## src/wtt_pkg.sv

```systemverilog
// Purpose: Shared constants and decode helper for the watchpoint trace trigger block.
// Assumes: One 200 MHz system clock, synchronous active-high reset.
// Notes:   Register offsets are byte addresses on an 8-bit register port.
package wtt_pkg;

  // Register port geometry.
  localparam int          ADDR_W       = 8;
  localparam int          DATA_W       = 32;

  // Register offsets.
  localparam logic [7:0]  OFF_FCT0     = 8'h00;
  localparam logic [7:0]  OFF_FCT1     = 8'h04;
  localparam logic [7:0]  OFF_TBCTRL   = 8'h08;
  localparam logic [7:0]  OFF_IRQ_STAT = 8'h0C;
  localparam logic [7:0]  OFF_IRQ_MASK = 8'h10;

  // Field positions of the comparator function registers.
  localparam int          FCT_FUNC_LSB = 0;
  localparam int          FCT_DVM_BIT  = 8;
  localparam int          FCT_DSZ_LSB  = 10;
  localparam int          FCT_LSEL_BIT = 12;
  localparam int          FCT_FLAG_BIT = 24;

  // Field positions of the trace trigger control register.
  localparam int          TB_ACT0_BIT  = 0;
  localparam int          TB_ACT1_BIT  = 1;
  localparam int          TB_NCMP_LSB  = 28;
  localparam logic [3:0]  NUM_COMP     = 4'h2;

  // Interrupt status bit positions.
  localparam int          IRQ_CMP0_BIT = 0;
  localparam int          IRQ_CMP1_BIT = 1;

  // Function selector encodings.
  localparam logic [3:0]  FUNC_OFF     = 4'h0;
  localparam logic [3:0]  FUNC_FETCH   = 4'h4;
  localparam logic [3:0]  FUNC_READ    = 4'h5;
  localparam logic [3:0]  FUNC_WRITE   = 4'h6;
  localparam logic [3:0]  FUNC_RDWR    = 4'h7;

  // Values after reset.
  localparam logic [3:0]  RST_FUNC     = 4'h0;
  localparam logic [1:0]  RST_DSZ      = 2'h0;
  localparam logic [1:0]  RST_IRQ      = 2'h0;

  // Decides whether an observed access is the kind that a selector asks for.
  function automatic logic func_hit(input logic [3:0] func, input logic fetch, input logic rd,
                                    input logic wr);
    logic hit;
    hit = 1'b0;
    case (func)
      FUNC_FETCH: hit = fetch;
      FUNC_READ:  hit = rd;
      FUNC_WRITE: hit = wr;
      FUNC_RDWR:  hit = rd | wr;
      default:    hit = 1'b0;
    endcase
    return hit;
  endfunction

endpackage

```

## src/wtt_match_if.sv

```systemverilog
// Purpose: Carries comparator settings, observed accesses and qualified matches.
// Assumes: All signals are on the system clock.
// Notes:   The top drives settings and accesses; the matcher drives the matches.
`timescale 1ns/1ps
interface wtt_match_if;
  logic [3:0] func0;
  logic [3:0] func1;
  logic       dvm0;
  logic       lsel0;
  logic       fetch;
  logic       rd;
  logic       wr;
  logic       addr0_hit;
  logic       data0_hit;
  logic       addr1_hit;
  logic       match0;
  logic       match1;

  modport top (output func0, func1, dvm0, lsel0, fetch, rd, wr, addr0_hit, data0_hit, addr1_hit,
               input match0, match1);
  modport matcher (input func0, func1, dvm0, lsel0, fetch, rd, wr, addr0_hit, data0_hit, addr1_hit,
                   output match0, match1);
endinterface

```

## src/wtt_top.sv

```systemverilog
// Purpose: Watchpoint comparator control that raises trace start and stop triggers.
// Assumes: Bus observer and comparator hits come from logic on mclk_in; no synchroniser needed.
// Notes:   Registers sit on a plain strobe port; read data appear one cycle after the strobe.
`timescale 1ns/1ps
// Operation
// - Comparator 1 function register reads zero and ignores writes on data-value bits.
// - Comparator 1 match flag sets on match, holds, and clears when read.
// - Selector 0000 disables; 0100 fetch, 0101 read, 0110 write, 0111 read or write.
// - Linked data-plus-address setup applies the comparator 1 mask for range matching when comparator 1 selector is 0000.
// - Simultaneous start and stop triggers resolve to start only.
// - Trigger control register reports two comparators in a read-only field.
// - Comparator 1 match issues stop when action bit clear, start when set.
// - Comparator 0 match with action bit clear issues a stop trigger.
// - Comparator 0 flag asserts on address match when data-value matching is off.
// - With data matching on and link select clear, data match alone asserts.
// - With data matching and link select set, needs data and comparator 1 address.
// - Reserved comparator 1 function bits are read-only and return zero.
// - Link select holds only values zero or one, naming the linked comparator.
module wtt_top (
  input  wire logic        mclk_in,
  input  wire logic        rst_in,
  input  wire logic [7:0]  reg_addr_in,
  input  wire logic [31:0] reg_wdata_in,
  input  wire logic        reg_wr_in,
  input  wire logic        reg_rd_in,
  output logic      [31:0] reg_rdata_out,
  input  wire logic        bus_fetch_in,
  input  wire logic        bus_read_in,
  input  wire logic        bus_write_in,
  input  wire logic        comp0_addr_hit_in,
  input  wire logic        comp0_data_hit_in,
  input  wire logic        comp1_addr_hit_in,
  output logic             comp1_mask_apply_out,
  output logic             trace_start_trigger_out,
  output logic             trace_stop_trigger_out,
  output logic             irq_out
);

  // Whole state of the block.
  typedef struct packed {
    logic [3:0]  func0;
    logic        dvm0;
    logic [1:0]  dsz0;
    logic        lsel0;
    logic        flag0;
    logic [3:0]  func1;
    logic        flag1;
    logic        act0;
    logic        act1;
    logic [1:0]  irq_stat;
    logic [1:0]  irq_mask;
    logic        mask_apply;
    logic        start;
    logic        stop;
    logic [31:0] rdata;
  } wtt_state_t;

  wtt_state_t  st_r;
  wtt_state_t  st_nxt;
  wtt_match_if mi ();

  logic        wr_fct0;
  logic        wr_fct1;
  logic        wr_tb;
  logic        wr_stat;
  logic        wr_mask;
  logic        rd_fct0;
  logic        rd_fct1;
  logic [1:0]  ev;
  logic        want_start;
  logic        want_stop;
  logic [31:0] rd_mux;

  // Address decode, used for every write and read strobe and in the checks.
  function automatic logic sel(input logic [7:0] a, input logic [7:0] off);
    return a == off;
  endfunction

  // Write strobes per register; read strobes only for the two function registers.
  assign wr_fct0 = reg_wr_in && sel(reg_addr_in, wtt_pkg::OFF_FCT0);
  assign wr_fct1 = reg_wr_in && sel(reg_addr_in, wtt_pkg::OFF_FCT1);
  assign wr_tb   = reg_wr_in && sel(reg_addr_in, wtt_pkg::OFF_TBCTRL);
  assign wr_stat = reg_wr_in && sel(reg_addr_in, wtt_pkg::OFF_IRQ_STAT);
  assign wr_mask = reg_wr_in && sel(reg_addr_in, wtt_pkg::OFF_IRQ_MASK);
  assign rd_fct0 = reg_rd_in && sel(reg_addr_in, wtt_pkg::OFF_FCT0);
  assign rd_fct1 = reg_rd_in && sel(reg_addr_in, wtt_pkg::OFF_FCT1);

  // Settings and observed accesses go to the matcher.
  assign mi.func0     = st_r.func0;
  assign mi.func1     = st_r.func1;
  assign mi.dvm0      = st_r.dvm0;
  assign mi.lsel0     = st_r.lsel0;
  assign mi.fetch     = bus_fetch_in;
  assign mi.rd        = bus_read_in;
  assign mi.wr        = bus_write_in;
  assign mi.addr0_hit = comp0_addr_hit_in;
  assign mi.data0_hit = comp0_data_hit_in;
  assign mi.addr1_hit = comp1_addr_hit_in;

  wtt_matcher u_matcher (
    .mclk_in (mclk_in),
    .rst_in  (rst_in),
    .mi      (mi.matcher)
  );

  // Match events of this cycle, comparator 0 in bit 0.
  assign ev = {mi.match1, mi.match0};

  // Trigger wishes from both comparators and their action bits.
  always_comb begin
    want_start = 1'b0;
    want_stop  = 1'b0;
    if (ev[1]) begin
      if (st_r.act1) begin
        want_start = 1'b1;
      end else begin
        want_stop = 1'b1;
      end
    end
    if (ev[0] && !st_r.act0) begin
      want_stop = 1'b1;
    end
    if (ev[0] && st_r.act0) begin
      want_start = 1'b1;
    end
  end

  // Read multiplexer; unmapped offsets read zero.
  always_comb begin
    rd_mux = 32'h0000_0000;
    case (reg_addr_in)
      wtt_pkg::OFF_FCT0: begin
        rd_mux[wtt_pkg::FCT_FUNC_LSB +: 4]   = st_r.func0;
        rd_mux[wtt_pkg::FCT_DVM_BIT]         = st_r.dvm0;
        rd_mux[wtt_pkg::FCT_DSZ_LSB +: 2]    = st_r.dsz0;
        rd_mux[wtt_pkg::FCT_LSEL_BIT]        = st_r.lsel0;
        rd_mux[wtt_pkg::FCT_FLAG_BIT]        = st_r.flag0;
      end
      // only selector and flag are visible, all else zero.
      wtt_pkg::OFF_FCT1: begin
        rd_mux[wtt_pkg::FCT_FUNC_LSB +: 4]   = st_r.func1;
        rd_mux[wtt_pkg::FCT_FLAG_BIT]        = st_r.flag1;
      end
      wtt_pkg::OFF_TBCTRL: begin
        rd_mux[wtt_pkg::TB_NCMP_LSB +: 4]    = wtt_pkg::NUM_COMP;
        rd_mux[wtt_pkg::TB_ACT0_BIT]         = st_r.act0;
        rd_mux[wtt_pkg::TB_ACT1_BIT]         = st_r.act1;
      end
      wtt_pkg::OFF_IRQ_STAT: begin
        rd_mux[1:0] = st_r.irq_stat;
      end
      wtt_pkg::OFF_IRQ_MASK: begin
        rd_mux[1:0] = st_r.irq_mask;
      end
      default: begin
        rd_mux = 32'h0000_0000;
      end
    endcase
  end

  // Next-state logic for every register of the block.
  always_comb begin
    st_nxt = st_r;
    // Comparator 0 settings.
    if (wr_fct0) begin
      st_nxt.func0 = reg_wdata_in[wtt_pkg::FCT_FUNC_LSB +: 4];
      st_nxt.dvm0  = reg_wdata_in[wtt_pkg::FCT_DVM_BIT];
      st_nxt.dsz0  = reg_wdata_in[wtt_pkg::FCT_DSZ_LSB +: 2];
      // one bit keeps the select at zero or one.
      st_nxt.lsel0 = reg_wdata_in[wtt_pkg::FCT_LSEL_BIT];
    end
    // only the selector of comparator 1 is writable.
    if (wr_fct1) begin
      st_nxt.func1 = reg_wdata_in[wtt_pkg::FCT_FUNC_LSB +: 4];
    end
    if (wr_tb) begin
      st_nxt.act0 = reg_wdata_in[wtt_pkg::TB_ACT0_BIT];
      st_nxt.act1 = reg_wdata_in[wtt_pkg::TB_ACT1_BIT];
    end
    if (wr_mask) begin
      st_nxt.irq_mask = reg_wdata_in[1:0];
    end
    // Comparator 0 flag clears on read; a match in the same cycle wins.
    st_nxt.flag0 = ev[0] | (st_r.flag0 & ~rd_fct0);
    // sticky flag, clear on read, set wins.
    st_nxt.flag1 = ev[1] | (st_r.flag1 & ~rd_fct1);
    // Interrupt status is write-one-to-clear with set winning.
    st_nxt.irq_stat = ev | (st_r.irq_stat & ~(wr_stat ? reg_wdata_in[1:0] : 2'h0));
    // mask applied in linked data-plus-address setup while comparator 1 selector is 0000.
    st_nxt.mask_apply = st_r.dvm0 & st_r.lsel0 & (st_r.func1 == wtt_pkg::FUNC_OFF);
    st_nxt.start = want_start;
    st_nxt.stop  = want_stop & ~want_start;
    // Read data appear the cycle after the strobe and only then.
    st_nxt.rdata = reg_rd_in ? rd_mux : 32'h0000_0000;
  end

  // State register with synchronous reset.
  always_ff @(posedge mclk_in) begin
    if (rst_in) begin
      st_r            <= '0;
      st_r.func0      <= wtt_pkg::RST_FUNC;
      st_r.func1      <= wtt_pkg::RST_FUNC;
      st_r.dsz0       <= wtt_pkg::RST_DSZ;
      st_r.irq_stat   <= wtt_pkg::RST_IRQ;
      st_r.irq_mask   <= wtt_pkg::RST_IRQ;
    end else begin
      st_r <= st_nxt;
    end
  end

  // Outputs come straight from the state register, except the level interrupt.
  assign reg_rdata_out           = st_r.rdata;
  assign comp1_mask_apply_out    = st_r.mask_apply;
  assign trace_start_trigger_out = st_r.start;
  assign trace_stop_trigger_out  = st_r.stop;
  assign irq_out                 = |(st_r.irq_stat & st_r.irq_mask);
endmodule

```

## src/wtt_matcher.sv

```systemverilog
// Purpose: Qualifies raw comparator hits by function selector and data-value mode.
// Assumes: Raw hits and access kinds are same-clock pulses from the bus observer.
// Notes:   Purely combinational; the clock and reset only serve the checks.
`timescale 1ns/1ps
module wtt_matcher (
  input  wire logic   mclk_in,
  input  wire logic   rst_in,
  wtt_match_if.matcher mi
);

  logic [3:0] func_a [2];
  logic [1:0] op_hit;

  // Selector of each comparator, gathered for the loop.
  assign func_a[0] = mi.func0;
  assign func_a[1] = mi.func1;

  generate
    for (genvar g = 0; g < 2; g++) begin : g_op
      assign op_hit[g] = wtt_pkg::func_hit(func_a[g], mi.fetch, mi.rd, mi.wr);
    end
  endgenerate

  // Comparator 0 match by mode: address, data alone, or data linked to comparator 1 address.
  always_comb begin
    if (!mi.dvm0) begin
      mi.match0 = op_hit[0] & mi.addr0_hit;
    end else if (!mi.lsel0) begin
      mi.match0 = op_hit[0] & mi.data0_hit;
    end else begin
      mi.match0 = op_hit[0] & mi.data0_hit & mi.addr1_hit;
    end
  end

  // Comparator 1 compares addresses only.
  assign mi.match1 = op_hit[1] & mi.addr1_hit;
endmodule

```

## config.mk

```make
export PLATFORM = sky130hd
export DESIGN_NAME = wtt_top
export DESIGN_NICKNAME = d
export VERILOG_FILES = /design/src/wtt_pkg.sv /design/src/wtt_match_if.sv /design/src/wtt_top.sv /design/src/wtt_matcher.sv
export SDC_FILE = /design/constraint.sdc
export NUM_CORES = 1
export LEC_CHECK = 0
export BUFFER_PORTS_ARGS = -buffer_cell sky130_fd_sc_hd__buf_2
export CAP_MARGIN = 10
export CORE_UTILIZATION = 46
export CTS_BUF_LIST = sky130_fd_sc_hd__clkbuf_8
export CTS_CLUSTER_DIAMETER = 120
export DETAILED_ROUTE_END_ITERATION = 10
export GPL_ROUTABILITY_DRIVEN = 0
export PLACE_DENSITY_LB_ADDON = 0.05
export SLEW_MARGIN = 25
export SYNTH_ARGS = -nofsm -noshare
export SYNTH_HDL_FRONTEND = slang
export SYNTH_HIERARCHICAL = 1
export SYNTH_SLANG_ARGS = --single-unit
```

## constraint.sdc

```tcl
create_clock -name mclk_in -period 1.6 [get_ports mclk_in]
set_input_delay 0.16 -clock mclk_in [delete_from_list [all_inputs] [get_ports mclk_in]]
set_output_delay 0.16 -clock mclk_in [all_outputs]
set_load 0.005 [all_outputs]
```

-- Word level (Yosys, flattened, before mapping)
Index checks and enable logic that the tools add are counted.
- flip-flop bits (word level): 55
- input port bits: 50
- output and inout bits: 36
- word-level logic and storage cells: 80
- equal/unequal tests: 12
- multiplexer cells: 15
- bitwise gates (word level): 21
- reduce and logical (&&, ||, !) cells: 15
- operators by type and width (cell ; number):
    == test 4 x 3 -> 1 bit (second input constant) ; 8
    == test 8 x 4 -> 1 bit (second input constant) ; 2
    case mux 2 bit (5 select lines) ; 1
    AND 1 bit ; 9
    logical AND 1 bit ; 9
    == test 8 x 3 -> 1 bit (second input constant) ; 1
    == test 8 x 5 -> 1 bit (second input constant) ; 1
    logical NOT 8 bit ; 1
    two-way mux 1 bit ; 8
    case mux 1 bit (4 select lines) ; 2
    NOT 1 bit ; 5
    AND 2 bit ; 2
    logical NOT 4 bit ; 1
    two-way mux 2 bit ; 2
    case mux 2 bit (2 select lines) ; 1
    OR reduction 2 bit ; 2
    OR 1 bit ; 3
    OR reduction 3 bit ; 1
    NOT 2 bit ; 1
    OR 2 bit ; 1
    case mux 1 bit (2 select lines) ; 1
    logical NOT 1 bit ; 1

-- Depth between registers and ports, before layout
- depth after elaboration: 10
- gate-level depth with buffers: 5
- mapped depth without buffers: 5

-- By module
Netlist, hierarchy kept.
- by module, submodules not included (module ; times used ; cells an instance ; area each (sq um) ; sequential area each (sq um)):
    wtt_top ; 1 ; 164 ; 1580.3 ; 660.6
    wtt_matcher ; 1 ; 10 ; 75.1 ; 0.0

-- Worst setup path before layout
Ideal clock, no wire load.
- path kind: register -> register
- from: reg, netlist name mi.func0[1]
- to: reg st_r, in the netlist trace_stop_trigger_out
- setup time: 131 ps
- arrival: 1272 ps
- data required time: 1469 ps
- path slack: 197 ps
- stages on the path, launching flop included: 6
- path buffers: 0
- clock period less this slack: 1403 ps
- path through: dfxtp_1 -> nor3b_1 -> a221oi_1 -> nor4b_2 -> a22oi_1 -> nor3b_1
- cells in the longest elaborated chain, start to end: 10
- elaborated cells on any way between the ends: 16
- those cells by class: eq/ne: 4; mux: 5; bitwise: 5; reduce/logical: 2
- RTL lines (item ; RTL line ; source):
    == test 4 x 3 -> 1 bit ; wtt_pkg.sv:51 ; case (func)
    case mux 1 bit (4 select lines) * ; wtt_pkg.sv:51 ;
    AND 1 bit ; wtt_matcher.sv:29, wtt_matcher.sv:31 ;
    AND 1 bit ; wtt_matcher.sv:31 ; mi.match0 = op_hit[0] & mi.data0_hit & mi.addr1_hit;
    two-way mux 1 bit ; wtt_matcher.sv:28 ; end else if (!mi.lsel0) begin
    two-way mux 1 bit * ; wtt_matcher.sv:26 ; if (!mi.dvm0) begin
    via mi.match0 ; wtt_match_if.sv:16 ; logic match0;
    logical AND 1 bit ; wtt_top.sv:123 ; if (ev[0] && st_r.act0) begin
    two-way mux 1 bit ; wtt_top.sv:123 ;
    NOT 1 bit ; wtt_top.sv:192 ; st_nxt.stop = want_stop & ~want_start;
    AND 1 bit * ; wtt_top.sv:192 ;
    end signal, assigned ; wtt_top.sv:207 ; st_r <= st_nxt;
    end, declared ; wtt_top.sv:58 ; wtt_state_t st_r;
The timed path passes the listed nets; every way through them passes the cells marked *.
A chain may end at the register's enable or synchronous reset.

-- Worst setup path in the final report
- from: reg, netlist name mi.func0[0]
- to: reg st_r[37] (netlist name)
- cells in the longest elaborated chain, start to end: 7
- elaborated cells on any way between the ends: 11
- those cells by class: eq/ne: 4; mux: 3; bitwise: 4
- RTL lines (item ; RTL line ; source):
    == test 4 x 3 -> 1 bit ; wtt_pkg.sv:51 ;
    case mux 1 bit (4 select lines) * ; wtt_pkg.sv:51 ;
    AND 1 bit ; wtt_matcher.sv:29, wtt_matcher.sv:31 ;
    AND 1 bit ; wtt_matcher.sv:31 ;
    two-way mux 1 bit ; wtt_matcher.sv:28 ;
    two-way mux 1 bit * ; wtt_matcher.sv:26 ;
    via mi.match0 ; wtt_match_if.sv:16 ;
    OR 2 bit * ; wtt_top.sv:188 ; st_nxt.irq_stat = ev | (st_r.irq_stat & ~(wr_stat ? reg_wdata_in[1:0] : 2'h0));
Marked as above.

==> impl_results.md <==
- Syn Inst Count: about 170
- Largest net degree at the start of global routing: 27
- Bufs on Longest Clock Path: 2
- Final Max Slew Viols: 0
- Number of synthesized register bits: 33
- Sequence of cells on the critical path: nor3b_2 > a221oi_2 > nor4b_2 > buf_4 > inv_1 > a311oi_1
- First-pass iteration count of the detailed router: 4
- Routed via count: between 1000 and 1500
- Mean Syn Cell Area: 9.51 um2
- Max incr delay on CP: between 300 and 400 ps
- HPWL after DPL: approximately 2.4 mm
- DP Cell Count: 250
- Crit end category: flop
- Routed WL per cell: 12.6 um
- Post-synth top cells: 33 x dfxtp_1, 32 x buf_4, 26 x nor2_1
- Clk slew on worst S/H paths: 70 ps
- Worst path buffer plus inverter count: 2
- WL final: ~3.3 mm
- Area of the multi-input gates: between 800 and 900 um2
- Asr flop ratio synth: 0%
- Area grow syn2layout: 17.3%
- Place WS: 79.4 ps
- Port Buf Inserts: 39
- Arr. time, crit path: 1710 ps
- Netlist cell types: 38
- EDFF count, synth: 0
- Period minus WS final: around 1500 ps
- Min Hold Slack: about 110 ps
- N_diodes: 0
- CTS Root Buffer Type: clkbuf_8
- First-pass GRT wire length: 5.27 mm
- Cts hold-fix bufs: 0
- Final Hold Fails: 0
- CTS tree: built
- Critical Path RT: 1800 ps
- Vias/cell: 4.98
- Critical Path Start Type: flop
- Path type of the worst min-delay path: input pin to flop
- Setup TNS: 0 ps
- All-Layer GR Usage: between 10% and 20%
- H-Tree Depth: 2
- Top delay family on crit path: simple AND/OR/NAND/NOR gates
- Die area: 0.00384 mm2
- Initial Util: roughly half
- RSZ-0062 raised after global routing: false
- I/O pin cnt: 86
- Final worst-path cycle share: a little over nine tenths
- Yosys warnings: 6
- Max-cap viol count: 0
- Total congestion overflow: 0
- PwrDens: between 900 and 1000 mW/mm2
- Vias in the first global route: 1173
- Clock Skews: slightly above 4 ps
- Antenna violations before repair: 0
- Setup Viol. Count Final: 0
- Main area contributors after synthesis: dfxtp_1 40%, buf_4 15%, mux2i_1 12%, nor2_1 5.9%, nor2b_1 1.9%
- Nets: 262
- Sequential area share after synthesis: 39.9%
- CTS Sinks: 33
- Leak: roughly 0.96 nW
- Die H: just over 60 um
- Design Power: roughly 1.9 mW
- TritonCTS buffer count: 5
- Final setup margin: between 80 and 90 ps
- P_sw: around 0.40 mW
- Mapped cell area: about 0.0017 mm2
- Register area: 668 um2
- DP Area: approximately 0.0018 mm2
- Crit Path Category: flop to flop
- Clk_lat worst skew: slightly below 300 ps
- Gate power share: 6.0%
- Dominant cell type by area after synthesis: dfxtp_1
- Status: complete, no violations
- Initial DRC Count: 27
- Core Box Area: around 0.0034 mm2
- Ys flop type: dfxtp_1
- Core Rows: 21
- Top-count cell post-synth: dfxtp_1
- Max Fclk: about 660 MHz
- Crit Path Max Fanout: 5
- Finished Layout Cells: approximately 260
- Layout cells sized above 1: approximately a third
- Flop pwr share: 43.4%
- DRC errors left: 0
- Final non-filler cell area: 0.00194 mm2
- Die X: between 60 and 70 um
- DRT antenna net count: 0
- Power share of the clock group: between 50% and 60%
- CP max stage cell: dfxtp_4
- Final Util: a little under three fifths
- Switching power share of the total: approximately a fifth
- Cell internal pwr: roughly 1.5 mW
- Worst vdd ir: about 0.00078 V
- Fillers: about 320
- Share of the synthesized area in the top cell type: about 40%
==> layer usage <==
metal,share of wire (%),wire (um),vias up,track usage [%]
met5,0,0,-,0
met1,43,1400,599,24.1
li1,-,-,633,-
met2,49,1590,51,31.2
met4,1.5,48,0,7.62
met3,7.1,231,6,6.83
==> state kept, by name, indices dropped and copies added (netlist names) <==
register                 cells
comp1_mask_apply_out         1
mi.dvm0                      1
mi.func0                     4
mi.func1                     4
mi.lsel0                     1
reg_rdata_out               10
st_r                        10
trace_start_trigger_out      1
trace_stop_trigger_out       1
==> path summary, 6_finish.rpt <==
| check | end | slack [ps] | depth (start not counted) | start |
|---|---|---|---|---|
| worst max-delay path | st_r[37] | 90 | 6 | mi.func0[0] |
| worst min-delay path | st_r[49] | 110 | 3 | reg_wdata_in[11] |
| worst max register to register | st_r[37] | 90 | 6 | mi.func0[0] |
| worst min register to register | reg_rdata_out[10] | 460 | 1 | st_r[48] |
==> cell type report <==
type | instances | share of cell area, %
Sequential cell | 33 | 34.4
Inverter | 2 | 0.387
Tap cell | 46 | 2.96
Timing Repair Buffer | 48 | 13.5
Clock inverter | 3 | 3.54
Clock buffer | 5 | 3.54
Multi-Input combinational cell | 122 | 41.6
==> logic make-up after synthesis <==
logic type             count (synthesis)  share of synthesized area [%]
AOI/OAI and AO/OA                     15                           6.88
buffers and inverters                 40                           16.9
DFF                                   33                           39.9
muxes                                 22                           13.5
other                                  1                          0.227
and+or+nand+nor                       63                           22.7
==> power groups by stage <==
stage          Combinational (mW)  Sequential (mW)  Clock, mW
3_3_place_gp                0.108            0.841          0
3_5_place_dp                0.111            0.841          0
2_1_floorplan              0.0994            0.841          0
5_1_grt                     0.128            0.818       1.01
6_report                    0.114            0.818      0.953
4_1_cts                     0.111            0.822      0.971
==> layout by cell type (no fill, tap or decap), types with 2 or more instances in the layout <==
| cell type | instances |
|---|---|
| nor2b_1 | 5 |
| bufinv_16 | 2 |
| mux2_2 | 2 |
| mux2i_1 | 20 |
| o32ai_1 | 2 |
| nor4_1 | 2 |
| inv_1 | 2 |
| conb_1 | 22 |
| nor3b_1 | 3 |
| nor3_1 | 2 |
| nand2b_1 | 3 |
| buf_2 | 39 |
| and3_1 | 2 |
| nand4_1 | 3 |
| dfxtp_1 | 31 |
| dfxtp_4 | 2 |
| a311oi_1 | 3 |
| nor2_1 | 25 |
| clkbuf_8 | 5 |
| buf_4 | 9 |
| nand2_1 | 2 |
| a22oi_1 | 3 |
| and2_1 | 4 |
==> repair_timing <==
action                     in CTS  in global routing
resized for setup               0                  7
buffers inserted                0                  1
setup endpoints to repair       0                  2
==> worst min-delay path, cell delays in order <==
cell,delay [ps]
buf_2,70
mux2i_1,50
nor2_1,70
Power figures use the tool's default switching activity.
